<file path="src/dicd_pkg.sv">
package dicd_pkg;
  // register byte offsets (haddr[7:0])
  localparam logic [7:0] ADDR_CTRL = 8'h00;
  localparam logic [7:0] ADDR_MASK = 8'h04;
  localparam logic [7:0] ADDR_LEVEL = 8'h08;
  localparam logic [7:0] ADDR_EVENT = 8'h0C;
  localparam logic [7:0] ADDR_PROC = 8'h10;
  // control register fields
  localparam int CTRL_SEL16_BIT = 0;
  localparam int CTRL_SINGLE_SRC_BIT = 1;
  localparam logic [1:0] CTRL_RST = 2'h0;
  // discrete input positions in the internal vector
  localparam int IN_START = 0;
  localparam int IN_STOP = 1;
  localparam int IN_DEP_END = 2;
  localparam int IN_RS_TRIG = 3;
  localparam int IN_RS_INHIB = 4;
  localparam int IN_XF_INHIB = 5;
  localparam int IN_THK_ZERO = 6;
  localparam int IN_SOAK2_HOLD = 7;
  localparam int IN_CRUC1_OK = 8;
  localparam int IN_CRUC2_OK = 9;
  localparam int IN_RESET = 10;
  localparam int IN_SEL0 = 11;
  localparam int NUM_IN = 15;
  localparam logic [14:0] MASK_RST = 15'h7FFF;
  // sticky event bits
  localparam int EV_START = 0;
  localparam int EV_STOP = 1;
  localparam int EV_DEP_END = 2;
  localparam int EV_RS_TRIG = 3;
  localparam int EV_THK_ZERO = 4;
  localparam int EV_RESET = 5;
  localparam int EV_REFUSED = 6;
  localparam int NUM_EV = 7;
  // debounce timing
  localparam int CLK_MHZ = 50;
  localparam int DBNC_TIME_US = 1000;
  localparam int DBNC_CYCLES = DBNC_TIME_US * CLK_MHZ;
  localparam int DBNC_CNT_W = 16;
  // ahb encodings
  localparam logic [1:0] HTRANS_NONSEQ = 2'h2;
  localparam logic [2:0] HSIZE_WORD = 3'h2;
endpackage

</file>
<file path="src/dicd_top.sv">
// The placing of the registers and the AHB-Lite slave port were decided locally.
`timescale 1ns/1ns
// Summary of operation
// - start edge begins layer only when idle
// - stop edge issues a stop command
// - deposit-end edge ends deposit like final thickness
// - trigger edge starts rate sample if film enabled
// - grounded inhibit holds rate sampler
// - grounded inhibit blocks crystal-fail relay and stop
// - thickness-zero edge acts like front-panel zero
// - grounded hold keeps second soak state
// - source 1 valid gates sequencing, shared single-source
// - source 2 valid gates source 2 sequencing
// - reset edge resets only while stopped
// - process inputs sampled at start in ready/last idle
// - two inputs: 00..11 map to processes 1..4
// - four inputs select processes 1 through 16
module dicd_top
  import dicd_pkg::*;
#(
  parameter int DBNC_LEN = DBNC_CYCLES
) (
  input wire logic hclk,
  input wire logic hresetn,
  input wire logic hsel,
  input wire logic [31:0] haddr,
  input wire logic [1:0] htrans,
  input wire logic hwrite,
  input wire logic [2:0] hsize,
  input wire logic [31:0] hwdata,
  input wire logic hready,
  output logic hreadyout,
  output logic [31:0] hrdata,
  output logic hresp,
  input wire logic start_n,
  input wire logic stop_n,
  input wire logic deposit_end_n,
  input wire logic rate_sample_trig_n,
  input wire logic rate_sample_inhibit_n,
  input wire logic crystal_fault_inhibit_n,
  input wire logic thick_zero_n,
  input wire logic soak2_hold_n,
  input wire logic cruc1_valid_n,
  input wire logic cruc2_valid_n,
  input wire logic reset_n_in,
  input wire logic [3:0] proc_sel_n,
  input wire logic seq_running,
  input wire logic seq_stopped,
  input wire logic seq_ready_or_last_idle,
  input wire logic seq_in_deposit,
  input wire logic film_rate_sample_en,
  input wire logic seq_wait_cruc1,
  input wire logic seq_wait_cruc2,
  input wire logic crystal_fault_det,
  output logic cmd_start,
  output logic cmd_stop,
  output logic cmd_deposit_end,
  output logic cmd_rate_sample,
  output logic cmd_thick_zero,
  output logic cmd_reset,
  output logic rate_sample_hold,
  output logic crystal_fail_relay,
  output logic crystal_fail_stop,
  output logic soak2_hold,
  output logic cruc_proceed,
  output logic proc_load,
  output logic [4:0] proc_num
);

  // input conditioning
  // every discrete pin is a closure to ground, so a low pin is active
  // and a released pin is pulled high outside the block
  // each pin has its own synchroniser and stable-window filter; one
  // filter per pin costs area but keeps a chattering contact on one
  // input from disturbing any other
  // limitation: a closure shorter than the window is never seen
  // from the filter outputs on, levels are active high
  logic [NUM_IN-1:0] pin_vec_n; // raw pins, low = active
  logic [NUM_IN-1:0] lvl; // debounced, high = grounded
  logic [NUM_IN-1:0] act; // debounced and enabled by mask
  logic [NUM_IN-1:0] prev_ff; // previous act sample
  logic [NUM_IN-1:0] fall; // one-cycle falling-edge marks

  // pins gathered in the bit order of the mask and level registers
  assign pin_vec_n = {proc_sel_n, reset_n_in, cruc2_valid_n, cruc1_valid_n,
                      soak2_hold_n, thick_zero_n, crystal_fault_inhibit_n,
                      rate_sample_inhibit_n, rate_sample_trig_n, deposit_end_n,
                      stop_n, start_n};

  // one filter per pin; every pin is a contact closure
  // the window length is a parameter so a bench can use a short one
  genvar gi;
  generate
    for (gi = 0; gi < NUM_IN; gi++) begin : g_in
      dicd_debounce #(
        .CNT_W(DBNC_CNT_W),
        .CYCLES(DBNC_LEN)
      ) u_dbnc (
        .hclk(hclk),
        .hresetn(hresetn),
        .pin_n(pin_vec_n[gi]),
        .level_ff(lvl[gi])
      );
    end
  endgenerate

  // register state
  // control, mask and the sticky event log live here; the sequencer
  // itself sits outside and sees only pulses and levels
  // a cleared mask bit makes its input look released, so software can
  // silence a broken contact without touching the wiring
  // the mask acts after the filter, so the level register still shows
  // the true pin state for diagnosis
  logic [1:0] ctrl_ff; // sel16 and single-source bits
  logic [NUM_IN-1:0] mask_ff; // per-input enable
  logic [NUM_EV-1:0] event_ff; // sticky, write one to clear
  logic [NUM_EV-1:0] ev_set; // hardware event strobes
  logic [NUM_EV-1:0] ev_clr; // software clear strobes
  logic sel16; // four-input process select
  logic single_src; // source 2 shares source 1 valid

  // control bits decoded once here and used throughout
  assign sel16 = ctrl_ff[CTRL_SEL16_BIT];
  assign single_src = ctrl_ff[CTRL_SINGLE_SRC_BIT];
  assign act = lvl & mask_ff;

  // edge detector works on the filtered level, never on a sync stage
  // a zero reset matches the released level, so reset makes no edge
  always_ff @(posedge hclk or negedge hresetn) begin
    if (!hresetn) begin
      prev_ff <= '0;
    end else begin
      prev_ff <= act;
    end
  end

  // note: enabling a masked input that is already grounded shows as an
  // edge; software should enable inputs while they are released
  assign fall = act & ~prev_ff;

  // edge commands
  // an edge is a released-to-grounded change of the masked level
  // each edge gives at most one registered command pulse, gated by the
  // sequencer status seen in the same cycle as the edge
  // gating here instead of queueing means a refused edge is dropped for
  // good; a start that fired seconds later would surprise the operator
  // a refused start or reset still leaves a mark in the event log
  logic start_ok; // start accepted this cycle
  logic reset_ok; // reset accepted this cycle
  logic rs_ok; // rate sample accepted this cycle
  logic start_refused; // start edge while a layer runs
  logic reset_refused; // reset edge outside the stopped condition
  logic refused; // a start or reset edge was dropped
  logic [3:0] sel_lvl; // process select inputs, grounded = 1

  assign start_ok = fall[IN_START] && !seq_running;
  assign reset_ok = fall[IN_RESET] && seq_stopped;
  // held sampler ignores triggers; hold means no new sample
  assign rs_ok = fall[IN_RS_TRIG] && film_rate_sample_en && !act[IN_RS_INHIB];
  assign start_refused = fall[IN_START] && seq_running;
  assign reset_refused = fall[IN_RESET] && !seq_stopped;
  assign refused = start_refused || reset_refused;
  assign sel_lvl = act[IN_SEL0+3:IN_SEL0];

  // command pulses, one clock each, registered
  // registering costs a cycle of latency but gives glitch-free pulses
  always_ff @(posedge hclk or negedge hresetn) begin
    if (!hresetn) begin
      cmd_start <= 1'b0;
      cmd_stop <= 1'b0;
      cmd_deposit_end <= 1'b0;
      cmd_rate_sample <= 1'b0;
      cmd_thick_zero <= 1'b0;
      cmd_reset <= 1'b0;
    end else begin
      cmd_start <= start_ok;
      cmd_stop <= fall[IN_STOP];
      // only meaningful in deposit; elsewhere it would end nothing
      cmd_deposit_end <= fall[IN_DEP_END] && seq_in_deposit;
      cmd_rate_sample <= rs_ok;
      cmd_thick_zero <= fall[IN_THK_ZERO];
      cmd_reset <= reset_ok;
    end
  end

  // process number, latched with the start that samples it
  // grounded select inputs read as ones, so all released picks 1
  // any other start leaves the last number standing
  always_ff @(posedge hclk or negedge hresetn) begin
    if (!hresetn) begin
      proc_num <= 5'h01;
      proc_load <= 1'b0;
    end else begin
      proc_load <= 1'b0;
      if (start_ok && seq_ready_or_last_idle) begin
        proc_load <= 1'b1;
        if (sel16) begin
          proc_num <= {1'b0, sel_lvl} + 5'h01;
        end else begin
          proc_num <= {3'h0, sel_lvl[1:0]} + 5'h01;
        end
      end
    end
  end

  // level qualifiers
  // these inputs act for as long as they are grounded, not on edges
  // each is registered once more so the sequencer sees a single clean
  // transition for every filtered change
  // the proceed level is raised only while the sequencer is waiting on
  // a crucible; outside a crucible switch it stays low, so a crucible
  // left in place cannot let a later switch through early
  logic cruc2_src; // valid input serving source 2

  // on a single-source unit the source 1 input also serves source 2
  assign cruc2_src = single_src ? act[IN_CRUC1_OK] : act[IN_CRUC2_OK];

  // registered so sequencer sees glitch-free levels
  always_ff @(posedge hclk or negedge hresetn) begin
    if (!hresetn) begin
      rate_sample_hold <= 1'b0;
      crystal_fail_relay <= 1'b0;
      crystal_fail_stop <= 1'b0;
      soak2_hold <= 1'b0;
      cruc_proceed <= 1'b0;
    end else begin
      rate_sample_hold <= act[IN_RS_INHIB];
      // relay and stop share one term: an inhibited fault does neither
      crystal_fail_relay <= crystal_fault_det && !act[IN_XF_INHIB];
      crystal_fail_stop <= crystal_fault_det && !act[IN_XF_INHIB];
      soak2_hold <= act[IN_SOAK2_HOLD];
      if (seq_wait_cruc1) begin
        cruc_proceed <= act[IN_CRUC1_OK];
      end else if (seq_wait_cruc2) begin
        cruc_proceed <= cruc2_src;
      end else begin
        cruc_proceed <= 1'b0;
      end
    end
  end

  // sticky event log
  // one bit per accepted command, plus one for a refused start or reset
  // software reads the log to learn what the contacts did while it was
  // busy, then writes ones to clear the bits it has handled
  // hazard: an event in the same cycle as its clear must not be lost,
  // so the set term is applied after the clear term
  always_comb begin
    ev_set = '0;
    ev_set[EV_START] = start_ok;
    ev_set[EV_STOP] = fall[IN_STOP];
    ev_set[EV_DEP_END] = fall[IN_DEP_END] && seq_in_deposit;
    ev_set[EV_RS_TRIG] = rs_ok;
    ev_set[EV_THK_ZERO] = fall[IN_THK_ZERO];
    ev_set[EV_RESET] = reset_ok;
    ev_set[EV_REFUSED] = refused;
  end

  // set wins over a clear in the same cycle
  always_ff @(posedge hclk or negedge hresetn) begin
    if (!hresetn) begin
      event_ff <= '0;
    end else begin
      event_ff <= (event_ff & ~ev_clr) | ev_set;
    end
  end

  // ahb-lite slave, zero wait states
  // every register answers in one cycle, so hreadyout never drops and
  // hresp stays okay; back-to-back transfers need no spacing
  // only whole-word transfers are taken; other sizes are ignored but
  // still answered okay, as no register has byte lanes worth keeping
  // reads are decoded in the address phase and registered, writes wait
  // for the data phase where hwdata stands
  // only the low address byte is decoded, so the map repeats upwards
  logic acc; // valid word access in address phase
  logic wr_pend_ff; // write data phase pending
  logic [7:0] wr_addr_ff; // latched write offset
  logic [31:0] rd_word; // read mux value

  assign acc = hsel && hready && (htrans == HTRANS_NONSEQ) && (hsize == HSIZE_WORD);
  assign hreadyout = 1'b1; // never stalls, so no wait logic
  assign hresp = 1'b0; // always okay, unmapped reads zero

  // address phase capture
  // the offset is kept because haddr moves on to the next transfer
  always_ff @(posedge hclk or negedge hresetn) begin
    if (!hresetn) begin
      wr_pend_ff <= 1'b0;
      wr_addr_ff <= 8'h00;
    end else begin
      wr_pend_ff <= acc && hwrite;
      if (acc && hwrite) begin
        wr_addr_ff <= haddr[7:0];
      end
    end
  end

  // read mux, decoded in the address phase
  // unmapped offsets and unused bits read as zero
  always_comb begin
    rd_word = 32'h00000000;
    if (haddr[7:0] == ADDR_CTRL) begin
      rd_word[1:0] = ctrl_ff;
    end else if (haddr[7:0] == ADDR_MASK) begin
      rd_word[NUM_IN-1:0] = mask_ff;
    end else if (haddr[7:0] == ADDR_LEVEL) begin
      rd_word[NUM_IN-1:0] = lvl;
    end else if (haddr[7:0] == ADDR_EVENT) begin
      rd_word[NUM_EV-1:0] = event_ff;
    end else if (haddr[7:0] == ADDR_PROC) begin
      rd_word[4:0] = proc_num;
    end
  end

  // read data registered so it stands through the data phase
  // a write or idle cycle leaves the last read value standing
  always_ff @(posedge hclk or negedge hresetn) begin
    if (!hresetn) begin
      hrdata <= 32'h00000000;
    end else if (acc && !hwrite) begin
      hrdata <= rd_word;
    end
  end

  // data phase writes; unmapped offsets are dropped silently
  // write data arrive one cycle after their address
  always_ff @(posedge hclk or negedge hresetn) begin
    if (!hresetn) begin
      ctrl_ff <= CTRL_RST;
      mask_ff <= MASK_RST;
    end else if (wr_pend_ff) begin
      if (wr_addr_ff == ADDR_CTRL) begin
        ctrl_ff <= hwdata[1:0];
      end else if (wr_addr_ff == ADDR_MASK) begin
        mask_ff <= hwdata[NUM_IN-1:0];
      end
    end
  end

  // event clear strobe comes from the write data phase
  // clears only in a write data phase, so no other hwdata can clear
  assign ev_clr = (wr_pend_ff && wr_addr_ff == ADDR_EVENT) ? hwdata[NUM_EV-1:0] : '0;

endmodule // dicd_top

</file>
<file path="src/dicd_debounce.sv">
`timescale 1ns/1ns
// one contact input: two-flop sync, then a level that only moves after
// the synced sample has stayed different for a full debounce window
module dicd_debounce #(
  parameter int CNT_W = 16,
  parameter int CYCLES = 50000
) (
  input wire logic hclk,
  input wire logic hresetn,
  input wire logic pin_n,
  output logic level_ff
);
  logic sync1_ff; // first stage, read only by sync2_ff
  logic sync2_ff; // second stage, safe to use
  logic [CNT_W-1:0] cnt_ff; // cycles the new value has held
  localparam logic [CNT_W-1:0] LAST = CNT_W'(CYCLES - 1);

  // synchronise; pin idles high, so reset to high
  always_ff @(posedge hclk or negedge hresetn) begin
    if (!hresetn) begin
      sync1_ff <= 1'b1;
      sync2_ff <= 1'b1;
    end else begin
      sync1_ff <= pin_n;
      sync2_ff <= sync1_ff;
    end
  end

  // stable-window filter; bounce restarts the window so one closure
  // makes one transition of level_ff
  always_ff @(posedge hclk or negedge hresetn) begin
    if (!hresetn) begin
      cnt_ff <= '0;
      level_ff <= 1'b0;
    end else if ((~sync2_ff) == level_ff) begin
      cnt_ff <= '0; // agrees, nothing pending
    end else if (cnt_ff == LAST) begin
      cnt_ff <= '0;
      level_ff <= ~sync2_ff; // grounded pin reads as active
    end else begin
      cnt_ff <= cnt_ff + 1'b1;
    end
  end
endmodule // dicd_debounce

</file>
<file path="config.mk">
export PLATFORM = sky130hd
export DESIGN_NAME = dicd_top
export DESIGN_NICKNAME = d
export VERILOG_FILES = /design/src/dicd_pkg.sv /design/src/dicd_top.sv /design/src/dicd_debounce.sv
export SDC_FILE = /design/constraint.sdc
export NUM_CORES = 1
export LEC_CHECK = 0
export BUFFER_PORTS_ARGS = -buffer_cell sky130_fd_sc_hd__buf_2
export CAP_MARGIN = 20
export CORE_ASPECT_RATIO = 1.1
export CORE_MARGIN = 2
export CORE_UTILIZATION = 25
export CTS_CLUSTER_DIAMETER = 50
export DETAILED_ROUTE_END_ITERATION = 12
export GPL_TIMING_DRIVEN = 0
export PLACE_DENSITY = 0.42
export SLEW_MARGIN = 20
export SYNTH_ARGS = -nofsm -noshare
export SYNTH_HDL_FRONTEND = slang
export SYNTH_SLANG_ARGS = --single-unit
</file>
<file path="constraint.sdc">
create_clock -name hclk -period 2.7 [get_ports hclk]
set_clock_uncertainty 0.15 [all_clocks]
set_input_delay 0.27 -clock hclk [delete_from_list [all_inputs] [get_ports hclk]]
set_output_delay 0.27 -clock hclk [all_outputs]
set_load 0.03 [all_outputs]
</file>
Word level (Yosys, flattened, before mapping)
Index checks and enable logic that the tools add are counted.

Register bits: 360. Bits in latches: 0. Memory bits (writable): 0. ROM bits: 0. Input bits: 97. Output and inout port bits: 51. Word-level logic and storage cells: 255. Memories: 0.

Add/sub/neg operators: 17. $mul: 0. Divide/modulo/power cells: 0. $lt $le $gt $ge: 0. Equality and inequality tests: 38. Shifts and indexed selects: 0. Mux-type cells: 44. Bitwise gates (word level): 37. Reduce and logical (&&, ||, !) cells: 40.

Operators by type and width (count): 16-bit two-way mux (30); 16-bit by 1-bit adder with 16-bit output (second input constant) (15); 16-bit == test (second input constant) (15); 2-bit AND reduction (16); 1-bit NOT (31); 8-bit by 4-bit == test with 1-bit output (second input constant) (3); 8-bit by 3-bit == test with 1-bit output (second input constant) (2); 8-bit logical NOT (2); 15-bit bitwise AND (1); 1-bit == test (15); 1-bit logical AND (15); 15-bit two-way mux (1); 5-bit two-way mux (3); 7-bit two-way mux (2); 13-bit two-way mux (1); 11-bit bitwise AND (1); 11-bit NOT (1); 8-bit by 5-bit == test with 1-bit output (second input constant) (1); 8-bit two-way mux (1); 7-bit bitwise AND (1); 7-bit NOT (1); 7-bit bitwise OR (1); 4-bit by 1-bit adder with 5-bit output (second input constant) (1); 1-bit logical NOT (5); other kinds (7) (11).

Depth between registers and ports, before layout
Gate-level depths: netlist of run 1.

Word-level depth: 6. Mapped depth: 6. Gate-level depth less buffers: 5.

By module
A second synthesis of run 1 with hierarchy kept.

Cell total of the unflattened synthesis: 1548. Area, all modules: 16563.4 µm².

Modules (own cells, without submodules): dicd_debounce (times used 15, cells an instance 85, area an instance 890.9 µm², sequential area each 478.0 µm²); dicd_top (times used 1, cells an instance 273, area an instance 3200.6 µm², sequential area each 1771.7 µm²).

Worst setup path after synthesis of run 1
OpenSTA, ideal clock, no wires.

Path type: register to register. From: reg g_in[12].u_dbnc.cnt_ff[12]. To: reg g_in[12].u_dbnc.cnt_ff[7]. Setup time: 119 ps. Arrival time: 1751 ps. Required time: 2431 ps. Slack: 680 ps. Stages on the path, launching flop included: 6. Buffers on the path: 1. Clock period less this slack: 2020 ps. Cell sequence: dfrtp_1 or4b_2 or4_4 nand2_4 buf_8 nor2_1.

Cells in the longest elaborated chain, start to end: 3.

Ends and longest elaborated chain: start, declared (RTL line dicd_debounce.sv:15) `logic [CNT_W-1:0] cnt_ff;`; start signal, assigned (RTL line dicd_debounce.sv:41) `cnt_ff <= cnt_ff + 1'b1;`; 16-bit == test (RTL line dicd_debounce.sv:37) `end else if (cnt_ff == LAST) begin`; 16-bit two-way mux (RTL line dicd_debounce.sv:37); 16-bit two-way mux (RTL line dicd_debounce.sv:35) `end else if ((~sync2_ff) == level_ff) begin`.

Every way passes these cells. A chain may end at the register's enable or synchronous reset.

Final worst setup path of run 1
From: in htrans[0]. To: reg hrdata[6].

Cells in the longest elaborated chain, start to end: 4.

Ends and longest elaborated chain: start, declared (RTL line dicd_top.sv:27) `input wire logic [1:0] htrans,`; 2-bit == test (RTL line dicd_top.sv:281) `assign acc = hsel && hready && (htrans == HTRANS_NONSEQ) && (hsize == HSIZE_WORD);`; 1-bit logical AND (2 in series) (RTL line dicd_top.sv:281); 1-bit logical AND (RTL line dicd_top.sv:321) `end else if (acc && !hwrite) begin`; end signal, assigned (RTL line dicd_top.sv:322) `hrdata <= rd_word;`; end, declared (RTL line dicd_top.sv:33) `output logic [31:0] hrdata,`.

Every way passes these cells.

==> qor.yml, run 1 <==
synth_compound_area_frac: 0.0383
cts-root-buf: "clkbuf_16"
grt_first_pass_wirelength_um: 64500
seq_area_frac_synth: 0.545
cts_tree: "yes"
async_flop_share: 1.00
syn_to_final_growth_pct: 24.5
yosysMostFrequentCell: "dfrtp_1"
synthFlopType: "dfrtp_1"
yosysTopAreaCell: "dfrtp_1"
cts_buffers: 52
p_leak_nw: 8.29
synth_area_leaders: "dfrtp_1 (47%), xnor2_1 (10%), dfstp_2 (7.4%)"
drc: 0
portBuffers: 83
vias_per_cell: 4.45
vias: 11900
antenna_found_initial: 4
hold_viol: 0
die_area_um2: 67700
critPathCaptureType: "register"
pwr-share-clk: 0.537
hold_class: "in -> reg"
outcome: "completed"
grt_pass1_vias: 11900
worstPathRequired_ps: 3010
yosys_warnings: 0
worst_slew_pin_slew_ps: 880
synth_xor_area_frac: 0.117
power_per_cell_area_nw_per_um2: 645
io_pins: 148
fin_crit_ps: 2350
comb_power_share: 0.042
whs_ps: 35.2
cts_hold_buf: 49
crit_arrival_ps: 2660
grt_usage: 0.119
netlist_instances: 1565
wl_per_cell_um: 15.0
grt_overflow: 0
finalSetupViolCount: 0
fin_crit_sh: 0.870
clk_pin_slew_ps: 50
ys_ff_latch: 355
maxCapViolCount: 0
start_util: 0.253
maxSlewViolCount: 0
cts.sinks: 355
synth.distinct_cells: 64
cts-resized-gates: 0
p_int_mw: 10.1
grt_max_degree: 93
yosysTopAreaCellShare: 0.471
place_area_um2: 18100
final_util: 0.314
yosys.area_share.simple: 0.232
p_sw_mw: 3.12
grt_setup_unrepaired: "false"
avgSynthCellArea_um2: 10.5
coreArea_um2: 65000
post_cts_buffers: 0
crit_fanout: 10
final_cells: 2669
clkLatencyLatePin_ps: 590
swShare: 0.237
fmax_mhz: 426
h-tree-depth: 2
synth_edf_count: 0
crit_type: "in -> reg"
synth_top_family_by_area: "simple AND/OR/NAND/NOR gates"
gp_congestion: 0.770
nets: 1885
place_inst: 2519
fin_area_um2: 20400
synth_common_cells: "dfrtp_1 (309), nor2_1 (262), xnor2_1 (189)"
cts_buffer_depth: 3
drive_gt1_frac: 0.175
ant_nets: 0
yosys.area_share.adder: 0.0122
hpwl_um: 27500
dr.pass1.iters: 5
wirelength_um: 40000
die_w_um: 248
synth_mux_area_frac: 0.0226
die_y_um: 273
vdd_drop_max_mv: 0.410
drt_iter0_drc: 660
syn_area_um2: 16400
rows: 98
start_kind: "input pin"
slew_headroom: 0.412
power_frac_seq: 0.421
-- placed cells by master, fill, tap and decap left out, types with 16 or more instances in the layout --
cell,n
conb_1,19
buf_4,21
nor3_1,59
xnor2_1,189
xor2_1,31
inv_1,59
o21ai_0,27
nand2_1,109
ha_1,16
dfrtp_1,309
clkbuf_1,19
dlygate4sd3_1,49
nand3_1,79
buf_2,91
dfstp_2,46
nor4_1,71
nand4_1,63
nor2_1,262
clkbuf_16,54
mux2_2,25
-- area by class of cell --
cell class / instances / area (µm²)
inverter: 59 / 221
multi-input combinational: 1120 / 7030
sequential: 355 / 8940
timing repair buffer: 136 / 1030
tap: 850 / 1060
antenna: 3 / 7.51
buffer: 48 / 312
fill: 6676 / 44600
clock inverter: 30 / 352
clock buffer: 68 / 1470
-- layer usage --
metal | wire (µm) | global-route usage
met3 | 1990 | 0.0283
met2 | 17800 | 0.182
met4 | 1090 | 0.0437
met5 | 11 | 0
met1 | 19200 | 0.164
-- power by group through the flow --
stage          logic [mW]  registers (mW)  clock network, mW
2_1_floorplan       0.264            5.61                  0
3_3_place_gp        0.488            5.64                  0
3_5_place_dp        0.516            5.64                  0
4_1_cts             0.577            5.55               7.34
5_1_grt             0.631            5.56               7.58
6_report            0.557            5.55               7.07
-- stage by stage --
stage / power, mW / setup WS, ps / setup TNS [ps]
2_1_floorplan: 5.88 / 680 / 0
3_3_place_gp: 6.12 / -6180 / -2066340
3_5_place_dp: 6.15 / 124 / 0
4_1_cts: 13.5 / 309 / 0
5_1_grt: 13.8 / 169 / 0
6_report: 13.2 / 351 / 0
-- final timing paths --
kind / from / endpoint / slack, ps / depth (start not counted)
min in group asynchronous: hresetn / mask_ff[0] / 110 / 2
worst max register to register: g_in[5].u_dbnc.cnt_ff[0] / g_in[5].u_dbnc.cnt_ff[13] / 350 / 5
max in group asynchronous: hresetn / g_in[1].u_dbnc.cnt_ff[2] / 990 / 3
worst max-delay path: htrans[0] / hrdata[6] / 350 / 5
worst min register to register: g_in[13].u_dbnc.sync1_ff / g_in[13].u_dbnc.sync2_ff / 200 / 0
worst min-delay path: seq_ready_or_last_idle / proc_load / 40 / 3
-- cells by family (layout without fill, tap and decap cells) --
logic type / count (synthesis) / in the layout
other cells: 2 / 22
buf+inv: 107 / 341
flops: 355 / 355
compound gates: 85 / 85
fa+ha+maj: 16 / 16
xor+xnor: 220 / 220
mux: 34 / 34
simple gates: 746 / 746
-- worst max-delay path: stages --
cell,delay (ps)
dlygate4sd3_1,530
buf_2,150
nor4_2,750
o211ai_2,520
o41ai_1,440
-- sequential cells by signal, summed over array words and instances, names as in the netlist, 5 cells and up --
register and cells:
event_ff 7, g_in.u_dbnc.cnt_ff 240, g_in.u_dbnc.level_ff 15, g_in.u_dbnc.sync1_ff 15
g_in.u_dbnc.sync2_ff 15, hrdata 15, mask_ff 15, prev_ff 8
proc_num 5, wr_addr_ff 8
Note: power is estimated with default switching activity, not from simulation.
==> run 2: changes to the inputs <==
--- a/config.mk
+++ b/config.mk
@@ -14,6 +14,7 @@
 export DETAILED_ROUTE_END_ITERATION = 12
 export GPL_TIMING_DRIVEN = 0
 export PLACE_DENSITY = 0.42
+export RECOVER_POWER = 25
 export SLEW_MARGIN = 20
 export SYNTH_ARGS = -nofsm -noshare
 export SYNTH_HDL_FRONTEND = slang
==> run 2 against run 1 <==
  * First-iteration DRC count fell by 0.30%
  * Wire length hardly changed
  * Cell count about the same
  * Die area unchanged
  * Worst setup slack got worse by 3.0 ps
  * Sequential cell count unchanged
  * Power is essentially flat
  * Largest power group unchanged
  * Highest routed layer unchanged
==> qor.yml, run 2 (synthesis gave the netlist of run 1 again) <==
outcome: "completed"
whs_ps: 35.3
power_per_cell_area_nw_per_um2: 647
cts-resized-gates: 0
vdd_drop_max_mv: 0.409
final_cells: 2670
io_pins: 148
worstPathRequired_ps: 3020
fillers: 6681
die_area_um2: 67700
die_w_um: 248
final_common_cell: "dfrtp_1"
die_y_um: 273
critical-path-max-stage-delay_ps: 710
gp_congestion: 0.770
pre_cts_ws_ps: 124
startpoint: "wr_addr_ff[4]"
cp_top_family: "simple AND/OR/NAND/NOR gates"
hold_viol: 0
h-tree-depth: 2
layout_common_cells: "dfrtp_1 (309), nor2_1 (262), xnor2_1 (189)"
crit_type: "reg -> reg"
hold_class: "in -> reg"
portBuffers: 83
place_inst: 2519
cts.sinks: 355
crit_arrival_ps: 2680
largest_register_ffs: 240
vias_per_cell: 4.44
drc: 0
maxSlewViolCount: 0
worst_slew_pin_slew_ps: 1280
grt_pass1_vias: 11900
dr.pass1.iters: 5
fmax_mhz: 425
clk_pin_slew_ps: 60
grt_first_pass_wirelength_um: 64500
p_leak_nw: 8.25
nets: 1885
rows: 98
grt_usage: 0.119
final_util: 0.313
max_flop_register: "g_in.u_dbnc.cnt_ff"
clkLatencyLatePin_ps: 590
fin_area_um2: 20400
syn_to_final_growth_pct: 24.1
slew_headroom: 0.145
tns_ps: 0
hpwl_um: 27500
start_util: 0.253
setup_slack_ps: 348
place_area_um2: 18100
crit_chain: "or4b_4 -> nor3_2 -> nand2_1 -> a221o_1"
drt_iter0_drc: 658
fin_crit_sh: 0.871
critPathCaptureType: "register"
grt_overflow: 0
ant_nets: 0
coreArea_um2: 65000
vias: 11900
wl_per_cell_um: 15.0
regArea_um2: 8940
fin_crit_ps: 2350
grt_max_degree: 93
path_buf_inv: 0
cts_buffers: 52
multiInputGateArea_um2: 7030
drive_gt1_frac: 0.170
grt_setup_unrepaired: "false"
total_power_mw: 13.2
cts_tree: "yes"
wirelength_um: 40000
finalSetupViolCount: 0
start_kind: "register"
antenna_found_initial: 4
crit_slowest_cell: "nor3_2"
worstHoldStart: "seq_ready_or_last_idle"
cts-root-buf: "clkbuf_16"
reg2reg_from: "wr_addr_ff[4]"
crit_fanout: 7
cts_buffer_depth: 3
maxCapViolCount: 0
## run 2: changes by cell type in the layout (fill, tap and decap cells not counted), sizes merged
| cell | previous run | this run |
|---|---|---|
| buf | 123 | 114 |
| clkbuf | 80 | 89 |
| diode | 3 | 4 |
## run 2: path summary, 6_finish.rpt
check                                            to  slack [ps]  depth (start not counted)
hold reg to reg            g_in[13].u_dbnc.sync2_ff         200                          0
setup / recovery                        event_ff[6]         350                          4
min in group asynchronous                mask_ff[0]         290                          2
setup reg to reg                        event_ff[6]         350                          4
max in group asynchronous  g_in[12].u_dbnc.sync1_ff         490                          4
hold / removal                            proc_load          40                          3
## run 2: repair_timing
item / CTS / global route
hold buffers: 49 / 0
buffers inserted: 0 / 0
hold endpoints to repair: 221 / 0
## run 2: worst register-to-register path, delay by kind of cell, from the launching register on
family             cells  cell delay [ps]
AOI/OAI and AO/OA      1              310
DFF                    1              380
and+or+nand+nor        3             1400
## run 2: area by class of cell
type	count	area share
diodes	4	0.000491
plain buffers	48	0.0153
repair buffers	136	0.0475
clock inverters	30	0.0173
clock buffers	68	0.0724
inverters	59	0.0109
multi-input cells	1120	0.345
well taps	850	0.0522
flip-flops and latches	355	0.439
## run 2: where the power goes
group / internal [mW] / switching [mW]
Clock: 4.38 / 2.70
Combinational: 0.212 / 0.334
Sequential: 5.46 / 0.0919
## run 2: routing by layer
| metal | global-route usage | wire length (µm) | vias up |
|---|---|---|---|
| li1 | - | - | 5820 |
| met1 | 0.164 | 19100 | 5784 |
| met5 | 0 | 11 | - |
| met3 | 0.0283 | 2100 | 69 |
| met2 | 0.182 | 17800 | 185 |
| met4 | 0.0437 | 1090 | 2 |
